File: src/design/mcb_consts.svh
/*
 * Constants of the memory control bus responder: widths, function-line
 * bit positions, the responder's own error status bit and reset values.
 * Assumes inclusion by bare name from design files; definitions only.
 */
`ifndef MCB_CONSTS_SVH
`define MCB_CONSTS_SVH

// ----------------------------------------------------------------------
// widths
// ----------------------------------------------------------------------
`define MCB_DATA_W 32
`define MCB_PERIPH_W 16
`define MCB_ERR_W 4
`define MCB_EXT_ERR_W 3
`define MCB_FUNC_W 6

// ----------------------------------------------------------------------
// memory function line bit positions
// ----------------------------------------------------------------------
`define MCB_FN_WRITE 0
`define MCB_FN_PERIPH 1
`define MCB_FN_PREFETCH 2

// ----------------------------------------------------------------------
// error status bit fed by the responder itself
// ----------------------------------------------------------------------
`define MCB_ERR_BAD_TYPE 3

// ----------------------------------------------------------------------
// reset values
// ----------------------------------------------------------------------
`define MCB_RST_GATE_DIR 1'b1
`define MCB_RST_GRANT_N 1'b1
`define MCB_RST_ERR_N 1'b1
`define MCB_RST_BE 4'h0

`endif

File: src/design/mcb_pkg.sv
/*
 * Types of the memory control bus responder: data type and access mode
 * codes, the decoded reference kind and the sequencer states.
 * Assumes nothing of its surroundings.
 */
package mcb_pkg;

    typedef enum logic [1:0] {
        MCB_DT_BYTE = 2'h0,
        MCB_DT_WORD = 2'h1,
        MCB_DT_NONE = 2'h2,
        MCB_DT_LONG = 2'h3
    } mcb_dtype_t;

    typedef enum logic [1:0] {
        MCB_AM_KERNEL = 2'h0,
        MCB_AM_EXEC = 2'h1,
        MCB_AM_SUPER = 2'h2,
        MCB_AM_USER = 2'h3
    } mcb_amode_t;

    typedef struct packed {
        logic write;
        logic periph;
        logic prefetch;
        logic direct;
    } mcb_op_t;

    // gray along idle, fetch, wait, move
    typedef enum logic [2:0] {
        MCB_ST_IDLE = 3'h0,
        MCB_ST_FETCH = 3'h1,
        MCB_ST_WAIT_REQ = 3'h3,
        MCB_ST_MOVE = 3'h2,
        MCB_ST_STORE = 3'h6,
        MCB_ST_XCVR = 3'h7,
        MCB_ST_PREF = 3'h5
    } mcb_state_t;

endpackage : mcb_pkg

File: src/design/mcb_memory_ctl.sv
/*
 * Memory control end of the CPU memory control bus: takes requests from
 * the data path, runs memory and peripheral references, prefetches and
 * direct transfers between peripheral and memory in both directions, and moves peripheral data to and
 * from the transceiver module over the low shared lines.
 * Assumes every input comes from logic on ref_clk, and that the shared
 * lines are resolved outside from mc_data_oe and the transceiver enable.
 */
`timescale 1ns/10ps
`default_nettype none
`include "mcb_consts.svh"

module mcb_memory_ctl (
    input wire logic ref_clk,
    input wire logic reset_n,
    input wire logic [`MCB_DATA_W-1:0] mc_data_in,
    output logic [`MCB_DATA_W-1:0] mc_data_out,
    output logic mc_data_oe,
    input wire logic memory_req,
    input wire logic [1:0] access_mode_field,
    input wire logic [1:0] data_type,
    input wire logic legacy_isa_active,
    input wire logic [`MCB_FUNC_W-1:0] mem_function_lines,
    input wire logic data_req,
    input wire logic data_phase_done,
    output logic cpu_grant_n,
    output logic memory_busy,
    output logic gate_dir,
    output logic prefetch_buffer_load,
    output logic error_summary_n,
    output logic [`MCB_ERR_W-1:0] err_status,
    input wire logic [`MCB_EXT_ERR_W-1:0] err_event,
    input wire logic [`MCB_ERR_W-1:0] err_clear,
    output logic [`MCB_DATA_W-1:0] ref_addr,
    output logic [1:0] ref_mode,
    output logic ref_legacy,
    output logic xcvr_drive,
    output logic xcvr_load,
    output logic periph_req,
    output logic periph_write,
    input wire logic periph_ack,
    input wire logic direct_transfer_request,
    input wire logic direct_to_mem,
    input wire logic [`MCB_DATA_W-1:0] direct_addr,
    output logic direct_done,
    output logic mem_req,
    output logic mem_write,
    output logic [`MCB_DATA_W-1:0] mem_wdata,
    output logic [3:0] mem_be,
    input wire logic mem_ack,
    input wire logic [`MCB_DATA_W-1:0] mem_rdata
);

    // ------------------------------------------------------------------
    // decoding helpers
    // ------------------------------------------------------------------
    function automatic mcb_pkg::mcb_op_t decode_func(input logic [`MCB_FUNC_W-1:0] fn);
        mcb_pkg::mcb_op_t op;
        op.write = fn[`MCB_FN_WRITE];
        op.periph = fn[`MCB_FN_PERIPH];
        op.prefetch = fn[`MCB_FN_PREFETCH] & ~fn[`MCB_FN_WRITE];
        op.direct = 1'b0;
        return op;
    endfunction : decode_func

    // data comes in from the transceivers on peripheral reads and direct-in
    function automatic logic xcvr_inbound(input mcb_pkg::mcb_op_t op);
        return op.direct ? op.write : ~op.write;
    endfunction : xcvr_inbound

    function automatic logic [3:0] byte_enables(input logic [1:0] dt, input logic [1:0] off);
        logic [3:0] be;
        unique case (dt)
            2'h0: be = 4'(4'h1 << off);
            2'h1: be = 4'(4'h3 << off);
            default: be = 4'hF;
        endcase
        return be;
    endfunction : byte_enables

    // ------------------------------------------------------------------
    // sequencer
    // ------------------------------------------------------------------
    mcb_pkg::mcb_state_t state_q;
    mcb_pkg::mcb_state_t state_d;
    mcb_pkg::mcb_op_t op_q;
    mcb_pkg::mcb_op_t op_d;
    mcb_pkg::mcb_op_t op_nx;
    logic [`MCB_DATA_W-1:0] data_q;
    logic [`MCB_DATA_W-1:0] data_d;
    logic dreq_q;
    logic back_ack;
    logic accept;
    logic [`MCB_DATA_W-1:0] rot_in;
    logic [`MCB_DATA_W-1:0] rot_out;
    logic [1:0] rot_off;
    logic rot_left;
    logic [`MCB_ERR_W-1:0] err_d;

    assign back_ack = op_q.periph ? periph_ack : mem_ack;
    assign accept = (state_q == mcb_pkg::MCB_ST_IDLE) && (state_d != mcb_pkg::MCB_ST_IDLE);
    assign op_nx = (state_q == mcb_pkg::MCB_ST_IDLE) ? op_d : op_q;

    always_comb begin
        if (direct_transfer_request) begin
            op_d = '0;
            op_d.direct = 1'b1;
            op_d.write = direct_to_mem;
        end else begin
            op_d = decode_func(mem_function_lines);
        end
    end

    always_comb begin
        state_d = state_q;
        unique case (state_q)
            mcb_pkg::MCB_ST_IDLE: begin
                // direct transfers win over a simultaneous cpu request
                if (direct_transfer_request) begin
                    state_d = direct_to_mem ? mcb_pkg::MCB_ST_XCVR : mcb_pkg::MCB_ST_FETCH;
                end else if (memory_req) begin
                    state_d = op_d.write ? mcb_pkg::MCB_ST_WAIT_REQ : mcb_pkg::MCB_ST_FETCH;
                end
            end
            mcb_pkg::MCB_ST_FETCH: begin
                if (back_ack) begin
                    if (op_q.prefetch) begin
                        state_d = mcb_pkg::MCB_ST_PREF;
                    end else if (op_q.periph || op_q.direct) begin
                        state_d = mcb_pkg::MCB_ST_XCVR;
                    end else begin
                        state_d = mcb_pkg::MCB_ST_WAIT_REQ;
                    end
                end
            end
            mcb_pkg::MCB_ST_WAIT_REQ: begin
                if (dreq_q || data_req) begin
                    state_d = mcb_pkg::MCB_ST_MOVE;
                end
            end
            mcb_pkg::MCB_ST_MOVE: begin
                if (data_phase_done) begin
                    if (!op_q.write) begin
                        state_d = mcb_pkg::MCB_ST_IDLE;
                    end else begin
                        state_d = op_q.periph ? mcb_pkg::MCB_ST_XCVR : mcb_pkg::MCB_ST_STORE;
                    end
                end
            end
            mcb_pkg::MCB_ST_XCVR: begin
                if (xcvr_inbound(op_q)) begin
                    state_d = op_q.direct ? mcb_pkg::MCB_ST_STORE : mcb_pkg::MCB_ST_WAIT_REQ;
                end else begin
                    state_d = op_q.direct ? mcb_pkg::MCB_ST_IDLE : mcb_pkg::MCB_ST_STORE;
                end
            end
            mcb_pkg::MCB_ST_STORE: begin
                if (back_ack) begin
                    state_d = mcb_pkg::MCB_ST_IDLE;
                end
            end
            mcb_pkg::MCB_ST_PREF: state_d = mcb_pkg::MCB_ST_IDLE;
            default: state_d = mcb_pkg::MCB_ST_IDLE;
        endcase
    end

    always_ff @(posedge ref_clk or negedge reset_n) begin
        if (!reset_n) begin
            state_q <= mcb_pkg::MCB_ST_IDLE;
        end else begin
            state_q <= state_d;
        end
    end

    // a data request may come before read data is back; keep it
    always_ff @(posedge ref_clk or negedge reset_n) begin
        if (!reset_n) begin
            dreq_q <= 1'b0;
        end else begin
            dreq_q <= (state_q != mcb_pkg::MCB_ST_IDLE) && (data_req || dreq_q)
                && (state_d != mcb_pkg::MCB_ST_MOVE) && (state_d != mcb_pkg::MCB_ST_IDLE);
        end
    end

    // ------------------------------------------------------------------
    // reference capture
    // ------------------------------------------------------------------
    always_ff @(posedge ref_clk or negedge reset_n) begin
        if (!reset_n) begin
            op_q <= '0;
            ref_addr <= '0;
            ref_mode <= 2'h0;
            ref_legacy <= 1'b0;
            mem_be <= `MCB_RST_BE;
        end else if (accept) begin
            op_q <= op_d;
            ref_addr <= op_d.direct ? direct_addr : mc_data_in;
            ref_mode <= op_d.direct ? 2'h0 : access_mode_field;
            ref_legacy <= op_d.direct ? 1'b0 : legacy_isa_active;
            mem_be <= (op_d.direct || op_d.prefetch) ? 4'hF : byte_enables(data_type, mc_data_in[1:0]);
        end
    end

    // ------------------------------------------------------------------
    // data rotator and data register
    // ------------------------------------------------------------------
    always_comb begin
        rot_left = (state_q == mcb_pkg::MCB_ST_MOVE);
        if (op_q.direct || op_q.prefetch) begin
            rot_off = 2'h0;
        end else if (op_q.periph) begin
            rot_off = {1'b0, ref_addr[0]};
        end else begin
            rot_off = ref_addr[1:0];
        end
        unique case (state_q)
            mcb_pkg::MCB_ST_XCVR: rot_in = {{(`MCB_DATA_W-`MCB_PERIPH_W){1'b0}}, mc_data_in[`MCB_PERIPH_W-1:0]};
            mcb_pkg::MCB_ST_MOVE: rot_in = mc_data_in;
            default: rot_in = mem_rdata;
        endcase
    end

    mcb_rotator u_rotator (
        .rot_in(rot_in),
        .rot_off(rot_off),
        .rot_left(rot_left),
        .rot_out(rot_out)
    );

    always_comb begin
        data_d = data_q;
        if (state_q == mcb_pkg::MCB_ST_FETCH && mem_ack && !op_q.periph) begin
            data_d = rot_out;
        end else if (state_q == mcb_pkg::MCB_ST_XCVR && xcvr_inbound(op_q)) begin
            data_d = rot_out;
        end else if (state_q == mcb_pkg::MCB_ST_MOVE && data_phase_done && op_q.write) begin
            data_d = rot_out;
        end
    end

    always_ff @(posedge ref_clk or negedge reset_n) begin
        if (!reset_n) begin
            data_q <= '0;
            mem_wdata <= '0;
        end else begin
            data_q <= data_d;
            mem_wdata <= data_d;
        end
    end

    // ------------------------------------------------------------------
    // shared line drive
    // ------------------------------------------------------------------
    always_ff @(posedge ref_clk or negedge reset_n) begin
        if (!reset_n) begin
            mc_data_oe <= 1'b0;
            mc_data_out <= '0;
            prefetch_buffer_load <= 1'b0;
            xcvr_drive <= 1'b0;
            xcvr_load <= 1'b0;
        end else begin
            // memory traffic leaves data on the lines for the transceivers only in a direct transfer to the peripheral
            mc_data_oe <= (state_d == mcb_pkg::MCB_ST_MOVE && !op_nx.write)
                || (state_d == mcb_pkg::MCB_ST_PREF)
                || (state_d == mcb_pkg::MCB_ST_XCVR && !xcvr_inbound(op_nx));
            if (state_d == mcb_pkg::MCB_ST_XCVR) begin
                mc_data_out <= {{(`MCB_DATA_W-`MCB_PERIPH_W){1'b0}}, data_d[`MCB_PERIPH_W-1:0]};
            end else begin
                mc_data_out <= data_d;
            end
            prefetch_buffer_load <= (state_d == mcb_pkg::MCB_ST_PREF);
            xcvr_drive <= (state_d == mcb_pkg::MCB_ST_XCVR) && xcvr_inbound(op_nx);
            xcvr_load <= (state_d == mcb_pkg::MCB_ST_XCVR) && !xcvr_inbound(op_nx);
        end
    end

    // ------------------------------------------------------------------
    // handshake outputs
    // ------------------------------------------------------------------
    always_ff @(posedge ref_clk or negedge reset_n) begin
        if (!reset_n) begin
            cpu_grant_n <= `MCB_RST_GRANT_N;
            memory_busy <= 1'b0;
            gate_dir <= `MCB_RST_GATE_DIR;
            direct_done <= 1'b0;
        end else begin
            cpu_grant_n <= !(accept && !op_d.direct);
            memory_busy <= (state_d != mcb_pkg::MCB_ST_IDLE);
            gate_dir <= !((state_d != mcb_pkg::MCB_ST_IDLE) && !op_nx.write && !op_nx.direct);
            direct_done <= op_q.direct && (state_q != mcb_pkg::MCB_ST_IDLE)
                && (state_d == mcb_pkg::MCB_ST_IDLE);
        end
    end

    // back-end requests fall in the same edge as the acknowledge leaves the state
    always_ff @(posedge ref_clk or negedge reset_n) begin
        if (!reset_n) begin
            mem_req <= 1'b0;
            mem_write <= 1'b0;
            periph_req <= 1'b0;
            periph_write <= 1'b0;
        end else begin
            mem_req <= (state_d == mcb_pkg::MCB_ST_FETCH || state_d == mcb_pkg::MCB_ST_STORE) && !op_nx.periph;
            mem_write <= (state_d == mcb_pkg::MCB_ST_STORE) && !op_nx.periph;
            periph_req <= (state_d == mcb_pkg::MCB_ST_FETCH || state_d == mcb_pkg::MCB_ST_STORE) && op_nx.periph;
            periph_write <= (state_d == mcb_pkg::MCB_ST_STORE) && op_nx.periph;
        end
    end

    // ------------------------------------------------------------------
    // error summary
    // ------------------------------------------------------------------
    // a new event in the clearing cycle keeps its bit set
    always_comb begin
        err_d = err_status & ~err_clear;
        err_d[`MCB_EXT_ERR_W-1:0] = err_d[`MCB_EXT_ERR_W-1:0] | err_event;
        if (accept && !op_d.direct && data_type == mcb_pkg::MCB_DT_NONE) begin
            err_d[`MCB_ERR_BAD_TYPE] = 1'b1;
        end
    end

    always_ff @(posedge ref_clk or negedge reset_n) begin
        if (!reset_n) begin
            err_status <= '0;
            error_summary_n <= `MCB_RST_ERR_N;
        end else begin
            err_status <= err_d;
            error_summary_n <= ~(|err_d);
        end
    end

    // ------------------------------------------------------------------
    // checks
    // ------------------------------------------------------------------
    a_grant_single: assert property (@(posedge ref_clk) disable iff (!reset_n)
        !cpu_grant_n |=> cpu_grant_n && memory_busy)
        else $error("grant not a single cycle with busy held");

    a_busy_state: assert property (@(posedge ref_clk) disable iff (!reset_n)
        memory_busy == (state_q != mcb_pkg::MCB_ST_IDLE))
        else $error("busy disagrees with sequencer");

    a_dir_read: assert property (@(posedge ref_clk) disable iff (!reset_n)
        (mc_data_oe && !xcvr_load) |-> !gate_dir)
        else $error("direction high while driving data to requester");

    a_dir_idle: assert property (@(posedge ref_clk) disable iff (!reset_n)
        !memory_busy |-> gate_dir)
        else $error("direction low while idle");

    a_pref_strobe: assert property (@(posedge ref_clk) disable iff (!reset_n)
        prefetch_buffer_load |-> mc_data_oe ##1 (!prefetch_buffer_load && !memory_busy))
        else $error("buffer load not a one-cycle driven strobe");

    a_err_flag: assert property (@(posedge ref_clk) disable iff (!reset_n)
        (|err_event) |=> !error_summary_n)
        else $error("error event did not raise summary");

    a_xcvr_low: assert property (@(posedge ref_clk) disable iff (!reset_n)
        xcvr_load |-> (mc_data_oe && mc_data_out[`MCB_DATA_W-1:`MCB_PERIPH_W] == 16'h0))
        else $error("transceiver data not on low lines");

    a_mem_quiet: assert property (@(posedge ref_clk) disable iff (!reset_n)
        (mem_req && !op_q.direct) |-> !xcvr_drive && !xcvr_load)
        else $error("transceiver active during memory reference");

    a_two_cycle: assert property (@(posedge ref_clk) disable iff (!reset_n)
        (!cpu_grant_n && !op_q.prefetch) |-> !(mc_data_oe && !xcvr_load))
        else $error("data driven in the request cycle");

endmodule : mcb_memory_ctl
`default_nettype wire

File: src/design/mcb_rotator.sv
/*
 * Byte rotator that repositions reference data on the shared lines.
 * Assumes the caller gives the byte offset already reduced to the
 * width of the space being addressed; purely combinational.
 */
`timescale 1ns/10ps
`default_nettype none
`include "mcb_consts.svh"

module mcb_rotator (
    input wire logic [`MCB_DATA_W-1:0] rot_in,
    input wire logic [1:0] rot_off,
    input wire logic rot_left,
    output logic [`MCB_DATA_W-1:0] rot_out
);

    // ------------------------------------------------------------------
    // per-byte select
    // ------------------------------------------------------------------
    // right moves the addressed byte down to lane 0, left puts it back
    genvar i;
    generate
        for (i = 0; i < 4; i = i + 1) begin : g_lane
            logic [1:0] src;
            assign src = rot_left ? (2'(i) - rot_off) : (2'(i) + rot_off);
            assign rot_out[8*i +: 8] = rot_in[8*src +: 8];
        end
    endgenerate

endmodule : mcb_rotator
`default_nettype wire

File: config.mk
export PLATFORM = sky130hd
export DESIGN_NAME = mcb_memory_ctl
export DESIGN_NICKNAME = d
export VERILOG_FILES = /design/src/design/mcb_pkg.sv /design/src/design/mcb_memory_ctl.sv /design/src/design/mcb_rotator.sv
export VERILOG_INCLUDE_DIRS = /design/src /design/src/design
export SDC_FILE = /design/constraint.sdc
export NUM_CORES = 1
export LEC_CHECK = 0
export BUFFER_PORTS_ARGS = -buffer_cell sky130_fd_sc_hd__buf_4
export CAP_MARGIN = 25
export CORE_MARGIN = 5
export CORE_UTILIZATION = 35
export DETAILED_ROUTE_END_ITERATION = 10
export GPL_ROUTABILITY_DRIVEN = 0
export PLACE_DENSITY = 0.61
export SLEW_MARGIN = 25
export SYNTH_ARGS = -nofsm -noshare
export SYNTH_HDL_FRONTEND = slang
export SYNTH_HIERARCHICAL = 1
export SYNTH_SLANG_ARGS = --single-unit
File: constraint.sdc
create_clock -name ref_clk -period 3.17 [get_ports ref_clk]
set_input_delay 0.4755 -clock ref_clk [delete_from_list [all_inputs] [get_ports ref_clk]]
set_output_delay 0.4755 -clock ref_clk [all_outputs]
set_load 0.02 [all_outputs]
==> flow_summary.json, run 1 <==
{
  "leakage_nw": 3.823,
  "reg2reg_from": "op_q[2]",
  "grt_first_pass_wirelength_um": 32050,
  "netlist_instances": 640,
  "final_min_period_over_clock_period_pct": 82.95,
  "grt_setup_unrepaired": "false",
  "routedWlPerCell_um": 19.53,
  "ys_async_sr_fraction_pct": 100.0,
  "fin_setup_tns_ps": 0,
  "cts-buffers-inserted": 9,
  "fmax_mhz": 380.3,
  "fp.coreArea_mm2": 0.01778,
  "grt_overflow_total": 0,
  "detail_route.first_pass.iterations": 5,
  "postSynthNetCount": 765,
  "clk_path_buf_depth": 2,
  "antenna_found_initial": 0,
  "timing.final.setup_violations": 0,
  "most_crowded_layer_gr": "met2",
  "cts_hold_buffers": 0,
  "route.antenna.remaining_nets": 0,
  "top_count_cell_post_synth": "sky130_fd_sc_hd__nand2_1",
  "rows": 49,
  "actual_transition_at_the_worst_max_transition_pin_ps": 754.9,
  "drt-total-wl_um": 21060,
  "synth_top_flop_cell": "sky130_fd_sc_hd__dfrtp_1",
  "max_cap_viol_count": 0,
  "power.density_mw_per_mm2": 1187,
  "detail_route.drc_violations": 0,
  "clkTransAtPathRegs_ps": 70,
  "drive_above_1_share_pct": 40.99,
  "worstHoldPathType": "input port to asynchronous set/reset pin",
  "horizontal_extent_of_the_die_um": 143.8,
  "run_status": "completed",
  "number_of_synthesized_flops_with_an_enable_pin": 0,
  "groute.layer.met3.usage_pct": 3.960,
  "worstPathCellList": "nor4b_2 -> buf_4 -> buf_4 -> xor2_2 -> buf_4 -> buf_4 -> nand2_1 -> a31oi_1 -> mux2_2",
  "grt_max_degree": 80,
  "cp_slowest_stage_delay_ps": 520,
  "layout_stage_area_growth_over_the_synthesis_result_pct": 35.44,
  "cts_setup_buffers": 0,
  "critPathMaxFanout": 26,
  "clock_sink_count": 112,
  "die_area_mm2": 0.02068,
  "floorplan.die.height_um": 143.8,
  "report.final.slew_viol_count": 0,
  "layout.cells.non_filler": 1078,
  "timing.slew.headroom_pct": 49.67,
  "yosys_warnings": 6,
  "fin_worst_skew_ps": 6.277,
  "grt_util_met1_pct": 27.22,
  "required_time_reported_for_the_critical_path_endpoint_ps": 3470,
  "hold_fails_final_rpt": 0,
  "synth.yosys.seq_area_share_pct": 44.78,
  "cp.arrival_ps": 2930,
  "fraction_of_met2_tracks_used_by_global_routing_pct": 33.10,
  "cp_num_buf_inv": 4,
  "starting_density_of_the_core_pct": 35.25,
  "clockRootBuffer": "sky130_fd_sc_hd__clkbuf_16",
  "routed_via_density": 5.192,
  "power.ir.vdd_worst_v": 0.0005267,
  "synth_largest_area_cell": "sky130_fd_sc_hd__dfrtp_1",
  "synth-seq-cells": 112,
  "boundaryPins": 243,
  "diodes": 0,
  "period_minus_slack_ps": 2629,
  "synth_top_area_share_pct": 43.52,
  "h_tree_depth_reported_by_cts": 3,
  "cpLargestDelayFamily": "buffers and inverters",
  "synth.cell_area_mm2": 0.006267,
  "cts_tree": "built",
  "drt_iter0_drc": 363,
  "post_cts_resized": 0,
  "cp-startpoint": "op_q[2]",
  "crit_end_category": "register",
  "port-buffer-count": 239,
  "globalRouteTotalUtil_pct": 20.33,
  "number_of_global_route_vias_before_repair": 5500,
  "synth.distinct_cells": 55,
  "critPathMostFrequentCell": "sky130_fd_sc_hd__buf_4",
  "dpl.hpwl_um": 16180,
  "dr_total_vias": 5597,
  "nNetsFinal": 969,
  "critPathLaunchType": "register",
  "average_cell_area_after_synthesis_um2": 9.793,
  "clock_latency_ps": 360,
  "critPathKind": "register to register",
  "netlist_top_cells_count": "114 x sky130_fd_sc_hd__nand2_1, 109 x sky130_fd_sc_hd__dfrtp_1, 52 x sky130_fd_sc_hd__mux2_2",
  "ys_top_cells_by_area": "sky130_fd_sc_hd__dfrtp_1 44%, sky130_fd_sc_hd__mux2_2 9.3%, sky130_fd_sc_hd__nand2_1 6.8%",
  "dp_cells": 1061,
  "crit_path_top_delay_cell": "sky130_fd_sc_hd__dfrtp_1"
}
path summary, 6_finish.rpt:
| path | endpoint | slack, ps | depth (start not counted) |
|---|---|---|---|
| min in group ref_clk | err_status[2] | 320 | 2 |
| worst min-delay path | ref_mode[0] | 130 | 1 |
| worst min register to register | ref_legacy | 480 | 2 |
| max in group asynchronous | data_q[21] | 2240 | 2 |
| worst max register to register | mc_data_out[8] | 540 | 9 |
| worst max-delay path | mc_data_out[8] | 540 | 9 |
layer usage:
metal | up-vias | part of all wire [%]
met4 | 0 | 2.1
met5 | - | 0
li1 | 2703 | -
met3 | 21 | 7.3
met2 | 212 | 48
met1 | 2661 | 42
final cells by class:
type,instances,area [um^2]
clock buffers,13,240.2
clock inverters,3,20.02
fillers,1777,9291
inverters,11,41.29
multi-input cells,448,3069
flip-flops and latches,112,2806
well taps,229,286.5
repair buffers,262,2024
state kept, by name, indices dropped and copies added, names as in the netlist:
name and cells:
mem_write 1, err_status 4, prefetch_buffer_load 1, xcvr_load 1, mem_be 4, xcvr_drive 1
mc_data_oe 1, mem_req 1, cpu_grant_n 1, gate_dir 1, data_q 16, ref_mode 2
direct_done 1, error_summary_n 1, memory_busy 1, state_q 3, mc_data_out 32, ref_addr 32
ref_legacy 1, periph_write 1, periph_req 1, dreq_q 1, op_q 4
metrics by stage:
stage | hold slack [ps] | power (W) | setup WS, ps | cell area, um^2 | util, %
6_report | 134.0 | 0.01008 | 540.5 | 8488 | 47.74
5_1_grt | 178.7 | 0.01089 | 437.8 | 8488 | 47.74
4_1_cts | 147.9 | 0.01016 | 548.1 | 8461 | 47.59
3_5_place_dp | 466.5 | 0.009084 | 573.9 | 8200 | 46.12
3_3_place_gp | 455.2 | 0.008986 | 484.2 | 8189 | 46.06
2_1_floorplan | 179.9 | 0.006798 | 551.7 | 6267 | -
where the power goes:
part           internal, W  leakage, nW  switching [W]
Sequential         0.00210         1.36       0.000384
Clock             0.000534        0.120       0.000521
Combinational      0.00278         2.35        0.00376
Total              0.00541         3.82        0.00466
cell usage in the layout, fill, tap and decap left out, drive strengths merged, types with 6 or more instances in the layout:
| cell type | n |
|---|---|
| buf | 262 |
| a31oi | 36 |
| dfrtp | 109 |
| clkbuf | 13 |
| a211oi | 33 |
| nor2b | 36 |
| nand2 | 114 |
| mux2 | 53 |
| o21ai | 39 |
| a32oi | 32 |
| nand3 | 6 |
| inv | 11 |
| nor2 | 12 |
| and2 | 17 |
| a22o | 16 |
kinds of logic after synthesis:
kind of cell | Yosys count | share of synthesized area [%]
buf+inv | 80 | 6.888
flops | 112 | 44.78
compound gates | 175 | 19.96
fa+ha+maj | 2 | 0.3992
xor+xnor | 5 | 0.9385
mux | 54 | 9.742
simple gates | 212 | 17.29
Power figures use the tool's default switching activity.
==> inputs of run 2 (changes only) <==
--- a/config.mk
+++ b/config.mk
@@ -12,7 +12,7 @@
 export CORE_UTILIZATION = 35
 export DETAILED_ROUTE_END_ITERATION = 10
 export GPL_ROUTABILITY_DRIVEN = 0
-export PLACE_DENSITY = 0.61
+export PLACE_DENSITY = 0.63
 export SLEW_MARGIN = 25
 export SYNTH_ARGS = -nofsm -noshare
 export SYNTH_HDL_FRONTEND = slang
==> constraint.sdc (replaced) <==
create_clock -name ref_clk -period 2.2 [get_ports ref_clk]
set_input_delay 0.33 -clock ref_clk [delete_from_list [all_inputs] [get_ports ref_clk]]
set_output_delay 0.33 -clock ref_clk [all_outputs]
set_load 0.02 [all_outputs]
==> run 2 against run 1 <==
  * The run now ends with setup timing left
  * Clock skew rose by 1.5 ps
  * Clock power is 62% higher
  * Critical path depth unchanged
  * Combinational power increased by 83%
  * Worst hold slack gained 42 ps
  * Final cell count increased by 6.2%
  * Sequential power is 43% higher
  * Power increased by 71%
  * Non-clock buffer count up 66
  * Global-route usage is essentially flat
  * Critical path type unchanged
==> flow_summary.json, run 2 (synthesis results as in run 1) <==
{
  "drt-total-wl_um": 22690,
  "mostFrequentLayoutCells": "309 x sky130_fd_sc_hd__buf_4, 113 x sky130_fd_sc_hd__nand2_1, 109 x sky130_fd_sc_hd__dfrtp_1",
  "clkTransAtPathRegs_ps": 80,
  "critPathKind": "register to register",
  "final_critical_path_setup_slack_ps": -68.77,
  "grt_overflow_total": 0,
  "clock_latency_ps": 360,
  "cts_tree": "built",
  "boundaryPins": 243,
  "postLayoutCoreUtil_pct": 53.58,
  "dr_total_vias": 5958,
  "drt_iter0_drc": 394,
  "cpLargestDelayFamily": "multiplexers",
  "horizontal_extent_of_the_die_um": 143.8,
  "violations": "setup timing",
  "dr_wl_met2_um": 10520,
  "leakage_nw": 4.350,
  "crit_path_top_delay_cell": "sky130_fd_sc_hd__dfrtp_1",
  "run_status": "complete, but fails checks",
  "starting_density_of_the_core_pct": 35.25,
  "antenna_found_initial": 0,
  "worstPathCellList": "xnor2_2 -> nand2_4 -> buf_12 -> mux2_4 -> a211oi_2 -> a31oi_1 -> buf_4 -> mux2_4 -> and2_4",
  "worstHoldPathType": "input port to register",
  "final_min_period_over_clock_period_pct": 103.1,
  "number_of_global_route_vias_before_repair": 5759,
  "actual_transition_at_the_worst_max_transition_pin_ps": 671.8,
  "power.ir.vdd_worst_v": 0.0007802,
  "critPathMaxFanout": 6,
  "critPathMostFrequentCell": "sky130_fd_sc_hd__mux2_4",
  "drive_above_1_share_pct": 50.93,
  "detail_route.drc_violations": 0,
  "fp.coreArea_mm2": 0.01778,
  "fin_setup_tns_ps": -193.5,
  "hold_slack_ps": 175.6,
  "topRoutingLayerUsed": "met4",
  "routed-wl-met3_um": 1869,
  "period_minus_slack_ps": 2269,
  "port-buffer-count": 239,
  "final_common_cell": "sky130_fd_sc_hd__buf_4",
  "timing.slew.headroom_pct": 54.95,
  "clockRootBuffer": "sky130_fd_sc_hd__clkbuf_16",
  "placedInstanceArea_mm2": 0.008643,
  "dpl.hpwl_um": 16490,
  "detail_route.first_pass.iterations": 5,
  "timing.final.setup_violations": 11,
  "power.density_mw_per_mm2": 1810,
  "nNetsFinal": 1035,
  "cts-buffers-inserted": 9,
  "h_tree_depth_reported_by_cts": 3,
  "drt-met1-wl_um": 9842,
  "layout_top_registers": "mc_data_out x32, ref_addr x32, data_q x16",
  "num-fill-cells": 1632,
  "fmax_mhz": 440.8,
  "cp_slowest_stage_delay_ps": 420,
  "report.final.slew_viol_count": 0,
  "route.antenna.remaining_nets": 0,
  "grt_first_pass_wirelength_um": 32290,
  "clock_sink_count": 112,
  "routed_via_density": 5.203,
  "crit_end_category": "register",
  "cp_num_buf_inv": 2,
  "clk_path_buf_depth": 2,
  "grt_setup_unrepaired": "true",
  "max_cap_viol_count": 0,
  "fin_worst_skew_ps": 7.811,
  "rows": 49,
  "globalRouteTotalUtil_pct": 20.37,
  "floorplan.die.height_um": 143.8,
  "hold_fails_final_rpt": 0,
  "grt_max_degree": 65,
  "sequential_cell_area_mm2": 0.002806,
  "multi_input_gate_area_mm2": 0.003427,
  "stdcell_area_mm2": 0.009527,
  "critPathLaunchType": "register",
  "cp.arrival_ps": 2520,
  "routedWlPerCell_um": 19.81,
  "layout_stage_area_growth_over_the_synthesis_result_pct": 52.01,
  "die_area_mm2": 0.02068,
  "required_time_reported_for_the_critical_path_endpoint_ps": 2450
}
==> run 2: final cells by class <==
class,instances,area share [%]
Inverter,11,0.4334
Tap cell,229,3.008
Clock buffer,9,2.364
Antenna cell,1,0.02627
Sequential cell,112,29.46
Multi-Input combinational cell,448,35.97
Clock inverter,7,0.8406
Timing Repair Buffer,328,27.90
==> run 2: timing repair <==
action / 4_1_cts / 5_1_grt
gates cloned: 0 / 5
setup buffers: 0 / 12
endpoints found under the hold margin: 24 / 0
pin swaps: 4 / 16
resized for setup: 8 / 70
hold buffers: 1 / 0
setup endpoints to repair: 14 / 31
==> run 2: report_power, final <==
part           total (W)  switching, W  internal, W
registers        0.00356      0.000530      0.00303
logic             0.0120       0.00637      0.00560
clock network    0.00172      0.000817     0.000899
total             0.0172       0.00772      0.00953
==> run 2: through the flow <==
stage | total power [W] | std cells | worst slack [ps]
final | 0.01724 | 1145 | -68.77
after global routing | 0.01840 | 1144 | -115.2
after CTS | 0.01596 | 1129 | -17.19
after detailed placement | 0.01411 | 1112 | -88.65
after global placement | 0.01401 | 1112 | -68.67
after floorplan | 0.009845 | 640 | 27.87
==> run 2: path summary, 6_finish.rpt <==
kind | start | endpoint | slack (ps) | cells after the start
max in group asynchronous | reset_n | ref_addr[19] | 1000 | 3
min reg2reg | ref_legacy | ref_legacy | 470 | 2
max reg2reg | state_q[0] | mc_data_out[31] | -70 | 9
min in group asynchronous | reset_n | err_status[2] | 430 | 2
min | err_event[1] | err_status[1] | 180 | 2
max | state_q[0] | mc_data_out[31] | -70 | 9
==> run 2: metal layers <==
metal | up-vias | GRT usage, %
met5 | - | 0
met4 | 0 | 7.284
met1 | 2886 | 27.60
met3 | 22 | 4.692
li1 | 2844 | -
met2 | 206 | 32.05
